`src/logic/ehds_pkg.sv`:
```
// Purpose: Shared types and constants for the economizer/heat/defrost sequencer
// Assumes: 125 MHz system clock; temperatures in whole degrees F
// Notes:   Heat-content readings arrive as equivalent dry-bulb F at 50% rh
package ehds_pkg;
   // ****************************************
   // Timing
   // ****************************************
   localparam int          CLK_HZ      = 125_000_000; // System clock rate
   localparam int          TICK_S      = 1;           // Time base period, seconds
   localparam int          TICK_CYC    = CLK_HZ * TICK_S;
   localparam logic [3:0]  PRERUN_S    = 4'hA;        // Fan pre-run before heater
   localparam logic [7:0]  PURGE_DEF_S = 8'h5A;       // Default fan purge, 90 s
   localparam int          DEF_MAX_MIN = 10;          // Longest defrost, minutes
   localparam logic [9:0]  DEF_MAX_S   = 10'(DEF_MAX_MIN * 60);
   localparam logic [12:0] INT30_S     = 13'(30 * 60); // Defrost intervals
   localparam logic [12:0] INT60_S     = 13'(60 * 60);
   localparam logic [12:0] INT90_S     = 13'(90 * 60);
   localparam logic [1:0]  INT_DEF     = 2'h0;        // Default interval, 30 min
   // ****************************************
   // Temperatures and positions
   // ****************************************
   localparam logic signed [7:0] SA_TARGET_F = 8'sh37; // 55 F supply target
   localparam logic signed [7:0] FREEZE_F    = 8'sh20; // 32 F coil freezing
   localparam logic signed [7:0] THAW_F      = 8'sh46; // 70 F defrost end
   localparam logic signed [7:0] DB_DEF_F    = 8'sh3F; // 63 F dry-bulb default
   localparam logic signed [7:0] DB_MIN_F    = 8'sh14; // 20 F
   localparam logic signed [7:0] DB_MAX_F    = 8'sh69; // 105 F
   localparam logic signed [7:0] ODS_DEF_F   = 8'sh32; // 50 F outdoor lockout
   localparam logic [2:0]  EN_DEF      = 3'h3;        // Choice D
   localparam logic [6:0]  DMP_MIN     = 7'h14;       // 20 = 2 V = closed
   localparam logic [6:0]  DMP_MAX     = 7'h64;       // 100 = 10 V = open
   // ****************************************
   // Types
   // ****************************************
   typedef struct packed {
      logic cool_stage_one_call;
      logic cool_stage_two_call;
      logic electric_heat_call;
      logic reversing_valve_request;
      logic force_compressor_input;
      logic fan_only_call;
   } ehds_calls_t;
   typedef struct packed {
      logic signed [7:0] temp_f; // Reading, degrees F
      logic              fault;  // Open or faulty probe
   } ehds_sensor_t;
   typedef struct packed {
      logic              is_heat_pump;
      logic              econ_enable;
      logic              dry_bulb_select;
      logic [2:0]        enthalpy_choice;   // 0..4 = A..E
      logic signed [7:0] dry_bulb_setpoint;
      logic [6:0]        min_position;
      logic [7:0]        purge_secs;
      logic [1:0]        defrost_interval;  // 0/1/2 = 30/60/90 min
      logic              heat_during_defrost_option;
      logic              heat_compressor_interlock;
      logic              ods_fitted;
      logic signed [7:0] ods_setpoint;
   } ehds_cfg_t;
   typedef enum logic [2:0] {FAN_OFF, FAN_ONLY, FAN_W2, FAN_Y1, FAN_Y2} ehds_fan_t;
   typedef enum logic [2:0] {FLT_NONE, FLT_SUPPLY, FLT_ENTHALPY, FLT_DRY_BULB,
                             FLT_COIL} ehds_fault_t;
   // Heat-content changeover choices A..E, unknown codes fall to D
   function automatic logic signed [7:0] ehds_en_setpoint(input logic [2:0] c);
      case (c)
         3'h0:    ehds_en_setpoint = 8'sh49; // A 73 F
         3'h1:    ehds_en_setpoint = 8'sh46; // B 70 F
         3'h2:    ehds_en_setpoint = 8'sh43; // C 67 F
         3'h4:    ehds_en_setpoint = 8'sh37; // E 55 F
         default: ehds_en_setpoint = 8'sh3F; // D 63 F
      endcase
   endfunction : ehds_en_setpoint
endpackage : ehds_pkg

```
`src/logic/ehds_sequencer.sv`:
```
// Purpose: Economizer, electric heat and heat pump defrost sequencing
// Assumes: Calls arrive from pins; sensors and config come from clk_sys logic
// Notes:   All timers step on one shared one-second tick
// What this block does
// (RULE1) Economizer runs only when enabled
// (RULE2) Config picks heat-content or dry-bulb sensor
// (RULE3) Heat-content setpoint choices A-E, default D
// (RULE4) Dry-bulb setpoint 20-105 F, default 63
// (RULE5) Good outdoor air opens damper, else mechanical
// (RULE6) Free cooling holds both compressors off
// (RULE7) Damper modulates supply air to 55 F
// (RULE8) Economizer only in cooling mode
// (RULE9) Stage two, force, changeover fault cancel economizer
// (RULE10) Supply fault cancels economizer; distinct fault codes
// (RULE11) Minimum position 20-100, 20 means closed
// (RULE12) Fan runs 10 s before heater
// (RULE13) Heater full on until request drops
// (RULE14) Fan purge after heat request ends
// (RULE15) Cooling plus heating keeps heater off
// (RULE16) Heat pump heat: both compressors, fans fixed
// (RULE17) Run timer accumulates; interval 30/60/90 min
// (RULE18) Interval end plus frozen coil starts defrost
// (RULE19) Defrost ends at 10 min or 70 F
// (RULE20) Unfinished defrost resumes on next call
// (RULE21) Coil sensor fault blocks heat pump compressors
// (RULE22) Heat during defrost unless interlocked or locked
// (RULE23) Outdoor sensor locks electric heat above setpoint
// (RULE24) Interlock keeps compressors off during heat call
// (RULE25) Fan speed follows highest priority request
// (RULE26) Timers use one prescaled one-second tick
// (RULE27) Sensors give reading and fault flag
`timescale 1ns/100ps
module ehds_sequencer
   import ehds_pkg::*;
#(
   parameter int TICK_CYCLES = TICK_CYC
) (
   input  wire logic         clk_sys,
   input  wire logic         reset,
   input  wire ehds_calls_t  calls_pin,
   input  wire ehds_cfg_t    cfg,
   input  wire ehds_sensor_t enthalpy_sensor,
   input  wire ehds_sensor_t dry_bulb_sensor,
   input  wire ehds_sensor_t supply_air_sensor,
   input  wire ehds_sensor_t coil_frost_sensor,
   input  wire ehds_sensor_t outdoor_temp_lockout_sensor,
   output logic              compressor_one_relay_ff,
   output logic              compressor_two_relay_ff,
   output logic              reversing_valve_output_ff,
   output logic              heater_output_ff,
   output logic              outdoor_fan_max_ff,
   output logic              economizer_active_ff,
   output ehds_fan_t         fan_speed_ff,
   output logic [6:0]        damper_cmd_ff,
   output ehds_fault_t       fault_code_ff
);
   // ****************************************
   // Time base and input synchroniser
   // ****************************************
   logic [26:0]  tick_cnt_ff;  // Prescaler
   logic [26:0]  nxt_tick_cnt;
   logic         tick_ff;      // One-second pulse
   logic         nxt_tick;
   ehds_calls_t  sync1_ff;     // First stage, read only by second
   ehds_calls_t  calls_ff;     // Clean calls
   ehds_calls_t  nxt_sync1;
   ehds_calls_t  nxt_calls;

   // Prescaler wraps once a second
   always_comb begin
      nxt_tick     = 1'b0;
      nxt_tick_cnt = 27'(tick_cnt_ff + 1'b1);
      if (tick_cnt_ff == 27'(TICK_CYCLES - 1)) begin
         nxt_tick_cnt = '0;
         nxt_tick     = 1'b1; // RULE26
      end
      nxt_sync1 = calls_pin;
      nxt_calls = sync1_ff;
   end

   always_ff @(posedge clk_sys) begin
      if (reset) begin
         tick_cnt_ff <= '0;
         tick_ff     <= 1'b0;
         sync1_ff    <= '0;
         calls_ff    <= '0;
      end else begin
         tick_cnt_ff <= nxt_tick_cnt;
         tick_ff     <= nxt_tick;
         sync1_ff    <= nxt_sync1;
         calls_ff    <= nxt_calls;
      end
   end

   // ****************************************
   // Mode decode
   // ****************************************
   logic         y1, y2, w2, rv_req;
   logic         cool_mode;    // Any cooling call; heat pump stage one only with the reversing valve request
   logic         hp_heat;      // Heat pump heating call
   ehds_sensor_t chg_sensor;   // Selected changeover sensor
   logic         chg_good;     // Outdoor air fit for free cooling
   logic         econ;         // Free cooling wanted
   logic         ods_ok;       // Outdoor lockout allows heat
   logic         lock_block;   // Heat interlock stops compressors

   assign y1     = calls_ff.cool_stage_one_call;
   assign y2     = calls_ff.cool_stage_two_call;
   assign w2     = calls_ff.electric_heat_call;
   assign rv_req = calls_ff.reversing_valve_request;
   // Heat pumps cool on stage one only with the reversing valve requested; stage two always cools
   assign cool_mode = y2 || (y1 && (!cfg.is_heat_pump || rv_req));
   assign hp_heat   = cfg.is_heat_pump && y1 && !rv_req && !y2;
   // The selected sensor's reading feeds the setpoint compare; its fault flag gates econ separately
   assign chg_sensor = cfg.dry_bulb_select ? dry_bulb_sensor : enthalpy_sensor; // RULE2 RULE27
   assign chg_good   = cfg.dry_bulb_select ?
                       (chg_sensor.temp_f < cfg.dry_bulb_setpoint) :          // RULE4
                       (chg_sensor.temp_f < ehds_en_setpoint(cfg.enthalpy_choice)); // RULE3
   // Any override hands cooling back to the compressors
   assign econ = cfg.econ_enable && cool_mode && chg_good                     // RULE1 RULE8
                 && !y2 && !calls_ff.force_compressor_input && !chg_sensor.fault // RULE9
                 && !supply_air_sensor.fault;                                 // RULE10
   // A missing or failed outdoor probe never blocks heat
   assign ods_ok = !cfg.ods_fitted || outdoor_temp_lockout_sensor.fault
                   || (outdoor_temp_lockout_sensor.temp_f < cfg.ods_setpoint); // RULE23
   assign lock_block = cfg.is_heat_pump && cfg.heat_compressor_interlock && w2; // RULE24

   // ****************************************
   // Timers
   // ****************************************
   typedef enum logic [1:0] {HT_IDLE, HT_PRE, HT_ON, HT_PURGE} ehds_ht_t;
   typedef enum logic {DF_ACCUM, DF_DEFROST} ehds_df_t;
   ehds_ht_t     ht_ff, nxt_ht;
   ehds_df_t     df_ff, nxt_df;
   logic [3:0]   pre_cnt;
   logic [7:0]   purge_cnt;
   logic [12:0]  acc_cnt;
   logic [9:0]   def_cnt;
   logic         acc_clr, def_clr;
   logic [12:0]  interval_s;

   ehds_sec_timer #(.W(4)) u_pre (
      .clk_sys(clk_sys), .reset(reset), .clear(ht_ff != HT_PRE),
      .run(ht_ff == HT_PRE), .tick(tick_ff), .count_ff(pre_cnt));
   ehds_sec_timer #(.W(8)) u_purge (
      .clk_sys(clk_sys), .reset(reset), .clear(ht_ff != HT_PURGE),
      .run(ht_ff == HT_PURGE), .tick(tick_ff), .count_ff(purge_cnt));
   ehds_sec_timer #(.W(13)) u_acc (
      .clk_sys(clk_sys), .reset(reset), .clear(acc_clr),
      .run(hp_heat && df_ff == DF_ACCUM), .tick(tick_ff), .count_ff(acc_cnt));
   ehds_sec_timer #(.W(10)) u_def (
      .clk_sys(clk_sys), .reset(reset), .clear(def_clr),
      .run(hp_heat && df_ff == DF_DEFROST), .tick(tick_ff), .count_ff(def_cnt));

   // ****************************************
   // Electric heat sequence
   // ****************************************
   // A new call during purge restarts the pre-run so the fan timing stays simple
   always_comb begin
      nxt_ht = ht_ff;
      unique case (ht_ff)
         HT_IDLE:  if (w2) nxt_ht = HT_PRE;
         HT_PRE: begin
            if (!w2) begin
               nxt_ht = HT_PURGE;
            end else if (pre_cnt >= PRERUN_S) begin
               nxt_ht = HT_ON;                                    // RULE12
            end
         end
         HT_ON:    if (!w2) nxt_ht = HT_PURGE;                    // RULE13
         HT_PURGE: begin
            if (w2) begin
               nxt_ht = HT_PRE;
            end else if (purge_cnt >= cfg.purge_secs) begin
               nxt_ht = HT_IDLE;                                  // RULE14
            end
         end
      endcase
   end

   always_ff @(posedge clk_sys) begin
      if (reset) begin
         ht_ff <= HT_IDLE;
      end else begin
         ht_ff <= nxt_ht;
      end
   end

   // ****************************************
   // Defrost sequence
   // ****************************************
   always_comb begin
      unique case (cfg.defrost_interval)
         2'h1:    interval_s = INT60_S;
         2'h2:    interval_s = INT90_S;
         default: interval_s = INT30_S;                           // RULE17
      endcase
      nxt_df  = df_ff;
      acc_clr = 1'b0;
      def_clr = 1'b0;
      unique case (df_ff)
         DF_ACCUM: begin
            if (acc_cnt >= interval_s) begin
               acc_clr = 1'b1;
               // A warm coil at interval end just restarts the count
               if (!coil_frost_sensor.fault && coil_frost_sensor.temp_f <= FREEZE_F) begin
                  nxt_df  = DF_DEFROST;                           // RULE18
                  def_clr = 1'b1;
               end
            end
         end
         DF_DEFROST: begin
            // Leaving the call keeps this state so the cycle resumes later
            if (hp_heat && (def_cnt >= DEF_MAX_S ||
                            coil_frost_sensor.temp_f >= THAW_F)) begin // RULE19 RULE20
               nxt_df = DF_ACCUM;
            end
         end
      endcase
   end

   always_ff @(posedge clk_sys) begin
      if (reset) begin
         df_ff <= DF_ACCUM;
      end else begin
         df_ff <= nxt_df;
      end
   end

   // ****************************************
   // Outputs
   // ****************************************
   logic        def_active;   // Defrost running now
   logic        nxt_cc1, nxt_cc2, nxt_rv, nxt_heat, nxt_odf;
   ehds_fan_t   nxt_fan;
   logic [6:0]  nxt_dmp;
   logic [6:0]  min_pos;
   ehds_fault_t nxt_fault;

   assign def_active = (df_ff == DF_DEFROST) && hp_heat && !coil_frost_sensor.fault;

   always_comb begin
      // Clamp minimum position into the 2..10 V span
      min_pos = cfg.min_position;
      if (min_pos < DMP_MIN) min_pos = DMP_MIN;                   // RULE11
      if (min_pos > DMP_MAX) min_pos = DMP_MAX;
      // Compressors
      nxt_cc1 = 1'b0;
      nxt_cc2 = 1'b0;
      if (hp_heat) begin
         nxt_cc1 = !coil_frost_sensor.fault && !lock_block;       // RULE16 RULE21
         nxt_cc2 = !coil_frost_sensor.fault && !lock_block;
      end else if (cool_mode && !econ && !lock_block) begin
         nxt_cc1 = y1;                                            // RULE5
         nxt_cc2 = y2;
      end
      if (econ) begin
         nxt_cc1 = 1'b0;                                          // RULE6
         nxt_cc2 = 1'b0;
      end
      nxt_rv  = (cfg.is_heat_pump && cool_mode && rv_req) || def_active; // RULE18
      nxt_odf = hp_heat && !coil_frost_sensor.fault && !lock_block && !def_active;
      // Heater: never with cooling, defrost heat only without interlock
      nxt_heat = !cool_mode && ods_ok &&
                 ((ht_ff == HT_ON) ||
                  (def_active && cfg.heat_during_defrost_option &&
                   !cfg.heat_compressor_interlock));              // RULE15 RULE22
      // Fan speed by request priority
      if (y2) begin
         nxt_fan = FAN_Y2;                                        // RULE25
      end else if (y1) begin
         nxt_fan = hp_heat ? FAN_Y2 : FAN_Y1;
      end else if (ht_ff != HT_IDLE || w2) begin
         nxt_fan = FAN_W2;
      end else if (calls_ff.fan_only_call) begin
         nxt_fan = FAN_ONLY;
      end else begin
         nxt_fan = FAN_OFF;
      end
      // Damper: one 0.1 V step a second trades speed for a stable loop
      nxt_dmp = min_pos;
      if (econ) begin
         nxt_dmp = (damper_cmd_ff < min_pos) ? min_pos : damper_cmd_ff;
         if (tick_ff && supply_air_sensor.temp_f > SA_TARGET_F && nxt_dmp < DMP_MAX) begin
            nxt_dmp = 7'(nxt_dmp + 1'b1);                         // RULE7
         end else if (tick_ff && supply_air_sensor.temp_f < SA_TARGET_F &&
                      nxt_dmp > min_pos) begin
            nxt_dmp = 7'(nxt_dmp - 1'b1);
         end
      end
      // Display fault, most urgent first
      nxt_fault = FLT_NONE;
      if (cfg.is_heat_pump && coil_frost_sensor.fault) begin
         nxt_fault = FLT_COIL;                                    // RULE21
      end else if (cfg.econ_enable && supply_air_sensor.fault) begin
         nxt_fault = FLT_SUPPLY;                                  // RULE10
      end else if (cfg.econ_enable && chg_sensor.fault) begin
         nxt_fault = cfg.dry_bulb_select ? FLT_DRY_BULB : FLT_ENTHALPY;
      end
   end

   always_ff @(posedge clk_sys) begin
      if (reset) begin
         compressor_one_relay_ff   <= 1'b0;
         compressor_two_relay_ff   <= 1'b0;
         reversing_valve_output_ff <= 1'b0;
         heater_output_ff          <= 1'b0;
         outdoor_fan_max_ff        <= 1'b0;
         economizer_active_ff      <= 1'b0;
         fan_speed_ff              <= FAN_OFF;
         damper_cmd_ff             <= DMP_MIN;
         fault_code_ff             <= FLT_NONE;
      end else begin
         compressor_one_relay_ff   <= nxt_cc1;
         compressor_two_relay_ff   <= nxt_cc2;
         reversing_valve_output_ff <= nxt_rv;
         heater_output_ff          <= nxt_heat;
         outdoor_fan_max_ff        <= nxt_odf;
         economizer_active_ff      <= econ;
         fan_speed_ff              <= nxt_fan;
         damper_cmd_ff             <= nxt_dmp;
         fault_code_ff             <= nxt_fault;
      end
   end
endmodule : ehds_sequencer

```
`src/logic/ehds_sec_timer.sv`:
```
// Purpose: Saturating seconds counter stepped by the shared time base
// Assumes: tick is a one-cycle pulse on clk_sys
// Notes:   Clear wins over counting
`timescale 1ns/100ps
module ehds_sec_timer #(
   parameter int W = 8
) (
   input  wire logic         clk_sys,
   input  wire logic         reset,
   input  wire logic         clear,
   input  wire logic         run,
   input  wire logic         tick,
   output logic [W-1:0]      count_ff
);
   logic [W-1:0] nxt_count; // Next count

   // Saturate so a long call never wraps back to a short time
   always_comb begin
      nxt_count = count_ff;
      if (clear) begin
         nxt_count = '0;
      end else if (run && tick && !(&count_ff)) begin
         nxt_count = W'(count_ff + 1'b1);
      end
   end

   always_ff @(posedge clk_sys) begin
      if (reset) begin
         count_ff <= '0;
      end else begin
         count_ff <= nxt_count;
      end
   end
endmodule : ehds_sec_timer

```
`config.mk`:
```
export PLATFORM = sky130hd
export DESIGN_NAME = ehds_sequencer
export DESIGN_NICKNAME = d
export VERILOG_FILES = /design/src/logic/ehds_pkg.sv /design/src/logic/ehds_sequencer.sv /design/src/logic/ehds_sec_timer.sv
export SDC_FILE = /design/constraint.sdc
export NUM_CORES = 1
export LEC_CHECK = 0
export ABC_AREA = 1
export BUFFER_PORTS_ARGS = -buffer_cell sky130_fd_sc_hd__buf_2
export CAP_MARGIN = 10
export CORE_UTILIZATION = 40
export DETAILED_ROUTE_END_ITERATION = 16
export PLACE_DENSITY = 0.6
export RECOVER_POWER = 50
export SLEW_MARGIN = 30
export SYNTH_ARGS = -nofsm -noshare
export SYNTH_HDL_FRONTEND = slang
export SYNTH_SLANG_ARGS = --single-unit
```
`constraint.sdc`:
```
create_clock -name clk_sys -period 9.44 [get_ports clk_sys]
set_clock_uncertainty 0.2 [all_clocks]
set_input_delay 1.416 -clock clk_sys [delete_from_list [all_inputs] [get_ports clk_sys]]
set_output_delay 1.416 -clock clk_sys [all_outputs]
set_load 0.01 [all_outputs]
```
==> reports/results.txt, run 1 <==
The run finished with clean final reports. Clock insertion delay at the later pin of the skew report: 0.35 ns. In the routed design, unresolved DRC markers number 0. The run gives 0 as the count of synthesis-stage warnings from yosys. The hold violation count in the final report was 0. The number of nets produced by synthesis came out at 1057.

The ratio of final minimum period to clock period was 54.5%. Fill cells in the final layout number 1630. The global route total overflow came out at 0. The total setup buffers inserted after CTS was 0; the number of global-route vias before repair was 5147. After legalization and detailed placement, the total HPWL measured 11400 um. The hold buffer count at CTS was 0. The area of the mapped netlist came out at 6410 um^2. Routability-driven placement finished with a final weighted congestion of 0.853. The net count of the finished layout was 1172. The floorplan step defined a die boundary enclosing 16500 um^2. For this block, the routed nets add up to 14400 um of wire. The post-route netlist has 16.3% of its cells at a drive strength greater than 1. The initial antenna violation count is 0, and the number of max-capacitance violations reported is 0. The logs give 30.3% for the sequential element share of the synthesized area and 5.21 ns for the data arrival time of the critical path.

The number of diodes is 0. In this run the count of I/O pins placed on the die edge is 114. Entering global routing, the biggest net connects 25 pins. For this design, the sink count on the clock tree is 97.

The maximum number of buffers from clock root to sink is 2. TritonCTS built the clock tree. The critical path in this run is classified as input pin to flip-flop. The first TritonRoute pass finished after 5 iterations. The tree is rooted in a sky130_fd_sc_hd__clkbuf_16. The tools report the post-detailed-route count of antenna-violating nets as 0. Count of port buffers added during placement: 113. Data on the critical path is required at its endpoint by 9.51 ns. After floorplanning, the core was divided into 45 placement rows. The width of the die was 129 um. The area growth from synthesis to final layout is 16.7%, and the total of cells resized after clock tree synthesis is 0. After detailed routing, the number of vias per cell comes to 4.72. Summed over all cells, the static leakage comes to 3.43 nW.

The floorplan core area is 15400 um^2. The H-tree was split into 3 levels. At the pin with the least slew margin, the transition time is 1.28 ns. In this run the vertical extent of the chip is 129 um. The worst pin sits at a relative slew slack of 14.4%. The most used flip-flop cell after synthesis is sky130_fd_sc_hd__dfxtp_1.

The tools report the sort of element at the start of the critical path as an input pin. A synthesized cell averages 7.13 um^2. Cells fill 48.5% of the core in the end. For this configuration, the core starts out at a cell density of 41.5%. Counting the buffers created by CTS gives 9. The flip-flop and latch count after synthesis was 97; the global-route wire length before repair was 24400 um. The tools report the type of element capturing the critical path as a flip-flop. Summing over every cut layer, the via total after detailed routing is 5807. Counting I/O delays and the setup requirement, the final critical path takes 5.14 ns. Counting every instance in the synthesized netlist gives 898. For this block, the initial DRC count from the detailed router was 275. Setup repair after global routing left no endpoint under its margin. The run gives 57 as the number of different library cells in the post-synthesis netlist.

For this run, the total global-route usage over all layers was measured as 18.3%. For this design the ratio of total power to cell area is 137 nW/um^2. The tools report the maximum resistive drop on vdd as 89.9 uV. For this run, asynchronously set or reset flops after synthesis account for 0%. The wire length per cell after detailed routing works out to 11.7 um. Setup total negative slack on the finished layout was measured at 0 ns. Along the worst path, the maximum fanout reaches 10.

Timing would allow up to 195 MHz. The tightest min-delay check is of the flip-flop to flip-flop type. Setup violations remaining at the end of the flow were counted as 0. The max-slew violation total from the final report came out at 0.

Count of flip-flops with a built-in enable after synthesis: 0. The clock-pin slew of the registers on the worst-case setup and hold paths works out to 0.06 ns.
power breakdown:
part | total (mW) | leakage (nW) | switching, mW | internal (mW)
clock | 0.376 | 0.149 | 0.156 | 0.220
sequential | 0.432 | 0.788 | 0.00982 | 0.422
combinational | 0.217 | 2.50 | 0.133 | 0.0842
registers in the layout (all words and copies together) (netlist names), 4 cells and up:
signal / count
damper_cmd_ff: 7
tick_cnt_ff: 27
u_acc.count_ff: 13
u_purge.count_ff: 8
u_pre.count_ff: 4
u_def.count_ff: 10
nxt_calls: 6
cell type report:
type	count	area, um^2	share of cell area [%]
multi-input cells	629	3810	50.9
flip-flops and latches	97	1940	26.0
inverters	163	614	8.22
repair buffers	113	541	7.23
well taps	211	264	3.53
clock buffers	12	256	3.43
clock inverters	4	51.3	0.686
critical path, cell delays in order:
cell and delay, ns:
sky130_fd_sc_hd__buf_2 0.13, sky130_fd_sc_hd__nor2_2 0.18, sky130_fd_sc_hd__nand3_2 0.13, sky130_fd_sc_hd__o21ai_1 0.12
sky130_fd_sc_hd__nand3_2 0.12, sky130_fd_sc_hd__nand2_1 0.13, sky130_fd_sc_hd__nand2_2 0.09, sky130_fd_sc_hd__ha_1 0.31
sky130_fd_sc_hd__a21oi_2 0.13, sky130_fd_sc_hd__nor2_1 0.07, sky130_fd_sc_hd__a211oi_4 0.41, sky130_fd_sc_hd__nand2_8 0.13
sky130_fd_sc_hd__nand2_1 0.12, sky130_fd_sc_hd__nand2_4 0.09, sky130_fd_sc_hd__inv_1 0.15, sky130_fd_sc_hd__ha_1 0.29
sky130_fd_sc_hd__a21oi_1 0.14, sky130_fd_sc_hd__o21ai_0 0.10, sky130_fd_sc_hd__and2_1 0.14, sky130_fd_sc_hd__nand4_1 0.09
sky130_fd_sc_hd__nand3_1 0.14, sky130_fd_sc_hd__nand2_2 0.16, sky130_fd_sc_hd__nand2_4 0.11, sky130_fd_sc_hd__xor2_1 0.15
sky130_fd_sc_hd__o21ai_1 0.14
routing by layer:
metal  vias to the layer above  routed length [um]  global-route usage [%]
met5                         -                   0                       0
met3                        11                 562                    3.62
met1                      2520                7550                    25.8
li1                       3172                   -                       -
met4                         0                 163                    3.67
met2                       104                6150                    29.0
cells in the final DEF, fill, tap and decap left out, types with 4 or more instances in the layout:
cell type / n
sky130_fd_sc_hd__nand4_1: 19
sky130_fd_sc_hd__nand3_1: 66
sky130_fd_sc_hd__buf_2: 93
sky130_fd_sc_hd__or2_2: 8
sky130_fd_sc_hd__xnor2_1: 4
sky130_fd_sc_hd__o21ai_0: 35
sky130_fd_sc_hd__a21oi_1: 60
sky130_fd_sc_hd__inv_2: 4
sky130_fd_sc_hd__inv_1: 155
sky130_fd_sc_hd__nand2_1: 158
sky130_fd_sc_hd__nand3_2: 6
sky130_fd_sc_hd__nand2_4: 5
sky130_fd_sc_hd__nor4_1: 10
sky130_fd_sc_hd__ha_1: 64
sky130_fd_sc_hd__nand2_2: 12
sky130_fd_sc_hd__xor2_1: 14
sky130_fd_sc_hd__dfxtp_1: 97
sky130_fd_sc_hd__clkbuf_16: 9
sky130_fd_sc_hd__o21bai_1: 4
sky130_fd_sc_hd__nor2_2: 4
sky130_fd_sc_hd__nor3b_1: 9
sky130_fd_sc_hd__nor2_1: 79
sky130_fd_sc_hd__nor3_1: 24
sky130_fd_sc_hd__clkbuf_1: 21
stage by stage:
step | power, mW | cells | hold WS [ns] | area, um^2 | worst slack, ns
global route | 1.09 | 1229 | 0.216 | 7480 | 3.92
floorplan | 0.593 | 898 | 0.188 | 6410 | 4.60
finish | 1.03 | 1229 | 0.205 | 7480 | 4.30
detailed placement | 0.657 | 1213 | 0.198 | 7190 | 4.01
global placement | 0.657 | 1213 | 0.197 | 7190 | 4.11
CTS | 1.04 | 1229 | 0.206 | 7500 | 4.34
cell families after synthesis:
| kind of cell | after synthesis | synth area share [%] |
|---|---|---|
| AO/OA/AOI/OAI | 128 | 12.3 |
| XOR/XNOR | 18 | 2.46 |
| adder cells (fa/ha/maj) | 64 | 12.5 |
| buffers and inverters | 172 | 10.2 |
| flip-flops | 97 | 30.3 |
| AND/OR/NAND/NOR | 419 | 32.2 |
cell usage after synthesis, types with 4 or more instances:
cell                         n  area, um^2
sky130_fd_sc_hd__nor2_2      4        25.0
sky130_fd_sc_hd__nor3b_1     9        67.6
sky130_fd_sc_hd__nand2_1   158         593
sky130_fd_sc_hd__o21bai_1    4        30.0
sky130_fd_sc_hd__ha_1       64         801
sky130_fd_sc_hd__xnor2_1     4        35.0
sky130_fd_sc_hd__nand3_2     6        60.1
sky130_fd_sc_hd__inv_1     155         582
sky130_fd_sc_hd__inv_2       4        15.0
sky130_fd_sc_hd__or2_2       8        50.1
sky130_fd_sc_hd__nand4_1    19         119
sky130_fd_sc_hd__dfxtp_1    97        1940
sky130_fd_sc_hd__o21ai_0    35         175
sky130_fd_sc_hd__clkbuf_1    7        26.3
sky130_fd_sc_hd__xor2_1     14         123
sky130_fd_sc_hd__nor4_1     10        62.6
sky130_fd_sc_hd__nand2_4     5        56.3
sky130_fd_sc_hd__nand2_2    12        75.1
sky130_fd_sc_hd__a21oi_1    60         300
sky130_fd_sc_hd__nand3_1    66         330
sky130_fd_sc_hd__nor3_1     24         120
sky130_fd_sc_hd__nor2_1     79         297
final timing paths:
path	startpoint	to	slack [ns]	depth (start not counted)
setup reg to reg	damper_cmd_ff[6]	damper_cmd_ff[0]	5.89	18
hold / removal	nxt_calls[5]	y1	0.20	2
hold reg to reg	nxt_calls[5]	y1	0.20	2
setup / recovery	cfg[26]	damper_cmd_ff[0]	4.30	25
Note: power is estimated with default switching activity, not from simulation.
==> run 2, diff against run 1 <==
--- a/config.mk
+++ b/config.mk
@@ -10,7 +10,7 @@
 export CAP_MARGIN = 10
 export CORE_UTILIZATION = 40
 export DETAILED_ROUTE_END_ITERATION = 16
-export PLACE_DENSITY = 0.6
+export PLACE_DENSITY = 0.63
 export RECOVER_POWER = 50
 export SLEW_MARGIN = 30
 export SYNTH_ARGS = -nofsm -noshare
==> constraint.sdc (replaced) <==
create_clock -name clk_sys -period 4.6 [get_ports clk_sys]
set_clock_uncertainty 0.2 [all_clocks]
set_input_delay 0.69 -clock clk_sys [delete_from_list [all_inputs] [get_ports clk_sys]]
set_output_delay 0.69 -clock clk_sys [all_outputs]
set_load 0.01 [all_outputs]
==> reports/results.txt, run 2 (same netlist as run 1, synthesis figures left out) <==
The number of sinks handled by clock tree synthesis was 97 (unchanged); the initial antenna violation count was 0 (unchanged). The floorplan die height was 129 um (unchanged). The internal power contribution is 1.54 mW (+110%), and the HPWL after detailed placement is 11400 um (-0.57%).

The number of flip-flops under the largest register name was 27 (unchanged). The share of total power consumed by net switching was 28.5% (-0.61 points); the clock insertion delay at the later pin of the skew report was 0.35 ns (about the same). The post-detailed-route count of antenna-violating nets came out at 0 (unchanged). The power per cell area is 286 nW/um^2 (+110%).

Count of port buffers added during placement: 113 (unchanged). The width of the die is 129 um (unchanged). The number of max-capacitance violations reported was 0 (unchanged); the hold buffer count at CTS was 0 (unchanged). The H-tree depth reported by CTS was 3 (unchanged).

The number of diodes was 0 (unchanged). The tools report the hold violation count in the final report as 0 (unchanged). The depth of the worst register-to-register path works out to 20 (+2). Area of the die: 16500 um^2 (unchanged). The ratio of cells with drive above 1 in the final layout is 16.6% (+0.25 points). The worst hold path cell count was 2 (unchanged); the maximum resistive drop on vdd was 202 uV (+120%). The total setup buffers inserted after CTS is 0 (unchanged). The post-place instance area is 7220 um^2 (+0.31%). The sum of negative setup slack is 0 ns (unchanged).

TritonCTS built the clock tree. The number of global-route vias before repair was 5152 (+0.097%); the effective utilization at floorplan was 41.5% (unchanged). The max-slew violation total from the final report was 0 (unchanged); the overall fraction of global-route tracks in use was 18.0% (-0.32 points). The leakage power was 3.46 nW (+0.84%).

Number of design-rule violations left by the first detailed-router iteration: 369 (+34%). The run finished with clean final reports. Derived from the worst setup path, the maximum achievable clock frequency is 238 MHz. The final weighted congestion of routability-driven global placement is 0.908 (+6.4%). In the layout the commonest cells are 158 x sky130_fd_sc_hd__nand2_1, 155 x sky130_fd_sc_hd__inv_1, 97 x sky130_fd_sc_hd__dfxtp_1, 93 x sky130_fd_sc_hd__buf_2, 79 x sky130_fd_sc_hd__nor2_1. The sequential share of power was 41.3% (-0.8 points).

The tools report the floorplan core area as 15400 um^2 (unchanged). Counting flops per register, the top entry is tick_cnt_ff. The clock power share is 38.1% (+1.4 points). Global route total overflow: 0 (unchanged). For the total of cells resized after clock tree synthesis, the log shows 0 (unchanged). For the maximum number of buffers from clock root to sink, the log shows 2 (unchanged).

The setup path with the least slack is of type input pin to flip-flop. The highest fanout seen on the critical path is 10 (unchanged), and the maximum number of pins on one net before global-route repair is 25 (unchanged). The DRC violation count after routing is 0 (unchanged), and the first-pass iteration count of the detailed router is 7 (+2).

The tools report the number of setup violations in the final report as 0 (unchanged). Setup repair after global routing left no endpoint under its margin. The average vias per placed instance works out to 4.76 (+0.72%).

The total number of vias was 5863 (+0.96%); the ratio of final minimum period to clock period was 91.4%. CTS buffer count: 9 (unchanged). The total power consumption of the routed design was 2.15 mW (+110%); the shortest clock period the worst path allows after layout was 4.21 ns. The count of boundary I/O pins is 114 (unchanged), and the measured slew at the worst slew-check pin is 1.26 ns (-0.0248 ns).

The run gives 1175 (+0.26%) as the net count of the finished layout. Sort of element at the start of the critical path: an input pin. Worst hold-check path type: flip-flop to flip-flop. The largest registers in the layout are tick_cnt_ff: 27 flops, u_acc.count_ff: 13 flops, u_def.count_ff: 10 flops. The tree is rooted in a sky130_fd_sc_hd__clkbuf_16.

The type of element capturing the critical path was a flip-flop. The clock-pin slew of the registers on the worst-case setup and hold paths was 0.07 ns (about the same). Leaving out fill and tap cells, the most frequent cell in the layout is sky130_fd_sc_hd__nand2_1. Part of the total power dissipated in combinational logic: 20.7% (-0.5 points).

The tools report the data arrival time of the critical path as 4.25 ns (-0.96 ns). The area growth from synthesis to final layout is 17.3%, and the wire length per cell after detailed routing is 11.6 um (-1.3%). The worst endpoint required time came out at 4.64 ns (-4.87 ns). The power dissipated by switching net loads was 613 uW (+110%); the worst-case headroom to the max-slew limit was 16.0% (+1.7 points). The global-route wire length before repair was 23800 um (-2.3%); the standard-cell row count was 45 (unchanged). The total non-filler cell area in the finished layout was 7510 um^2 (+0.47%). The run gives 14300 um (-1.1%) as the aggregate routed wire length.
-- run 2: final timing paths --
path | startpoint | slack (ns) | to
worst max-delay path | cfg[26] | 0.39 | damper_cmd_ff[5]
worst max register to register | damper_cmd_ff[4] | 1.25 | damper_cmd_ff[5]
worst min-delay path | nxt_calls[0] | 0.20 | calls_ff[0]
worst min register to register | nxt_calls[0] | 0.20 | calls_ff[0]
-- run 2: worst max-delay path, cell delays in order --
cell and delay (ns):
sky130_fd_sc_hd__buf_2 0.12, sky130_fd_sc_hd__nor2_2 0.16, sky130_fd_sc_hd__nand2_1 0.09, sky130_fd_sc_hd__a21oi_1 0.17, sky130_fd_sc_hd__nand3_2 0.12, sky130_fd_sc_hd__nand2_1 0.14, sky130_fd_sc_hd__nand2_2 0.10, sky130_fd_sc_hd__ha_1 0.32
sky130_fd_sc_hd__a21oi_2 0.14, sky130_fd_sc_hd__nor2_1 0.07, sky130_fd_sc_hd__a211oi_4 0.34, sky130_fd_sc_hd__nand2_8 0.12, sky130_fd_sc_hd__nand2_1 0.12, sky130_fd_sc_hd__nand2_4 0.05, sky130_fd_sc_hd__inv_1 0.13, sky130_fd_sc_hd__ha_1 0.28
sky130_fd_sc_hd__a21oi_1 0.12, sky130_fd_sc_hd__o21ai_0 0.08, sky130_fd_sc_hd__and2_1 0.14, sky130_fd_sc_hd__nand4_1 0.09, sky130_fd_sc_hd__nand3_1 0.13, sky130_fd_sc_hd__nand2_2 0.17, sky130_fd_sc_hd__nand2_4 0.11, sky130_fd_sc_hd__nand3_1 0.09
sky130_fd_sc_hd__nand2_1 0.05, sky130_fd_sc_hd__nand3_1 0.06, sky130_fd_sc_hd__nand2_1 0.05
-- run 2: power groups by stage --
stage / registers, mW / clock network, mW / logic [mW]
2_1_floorplan: 0.904 / 0 / 0.312
4_1_cts: 0.886 / 0.841 / 0.447
3_3_place_gp: 0.905 / 0 / 0.444
6_report: 0.887 / 0.817 / 0.444
5_1_grt: 0.889 / 0.875 / 0.514
3_5_place_dp: 0.905 / 0 / 0.444
-- run 2: per-layer routing --
| metal | routed length [um] | vias to the layer above | global-route usage [%] |
|---|---|---|---|
| met5 | 0 | - | 0 |
| met3 | 634 | 11 | 3.24 |
| met4 | 190 | 0 | 5.33 |
| li1 | - | 3171 | - |
| met2 | 6200 | 113 | 28.2 |
| met1 | 7250 | 2568 | 25.1 |
-- run 2: area by class of cell --
cell class              count  area (um^2)
clock buffers              10          239
clock inverters             6         87.6
multi-input cells         629         3800
repair buffers            116          563
well taps                 211          264
fillers                  1637         7920
inverters                 163          614
flip-flops and latches     97         1940
-- run 2: per-stage QoR --
| stage | hold WS (ns) | instances | util [%] | setup slack (ns) |
|---|---|---|---|---|
| after CTS | 0.209 | 1232 | 48.9 | 0.443 |
| after global routing | 0.233 | 1232 | 48.7 | 0.123 |
| after global placement | 0.198 | 1216 | 46.8 | 0.181 |
| final | 0.204 | 1232 | 48.7 | 0.394 |
| after detailed placement | 0.204 | 1216 | 46.8 | 0.0867 |
| after floorplan | 0.188 | 898 | - | 0.484 |
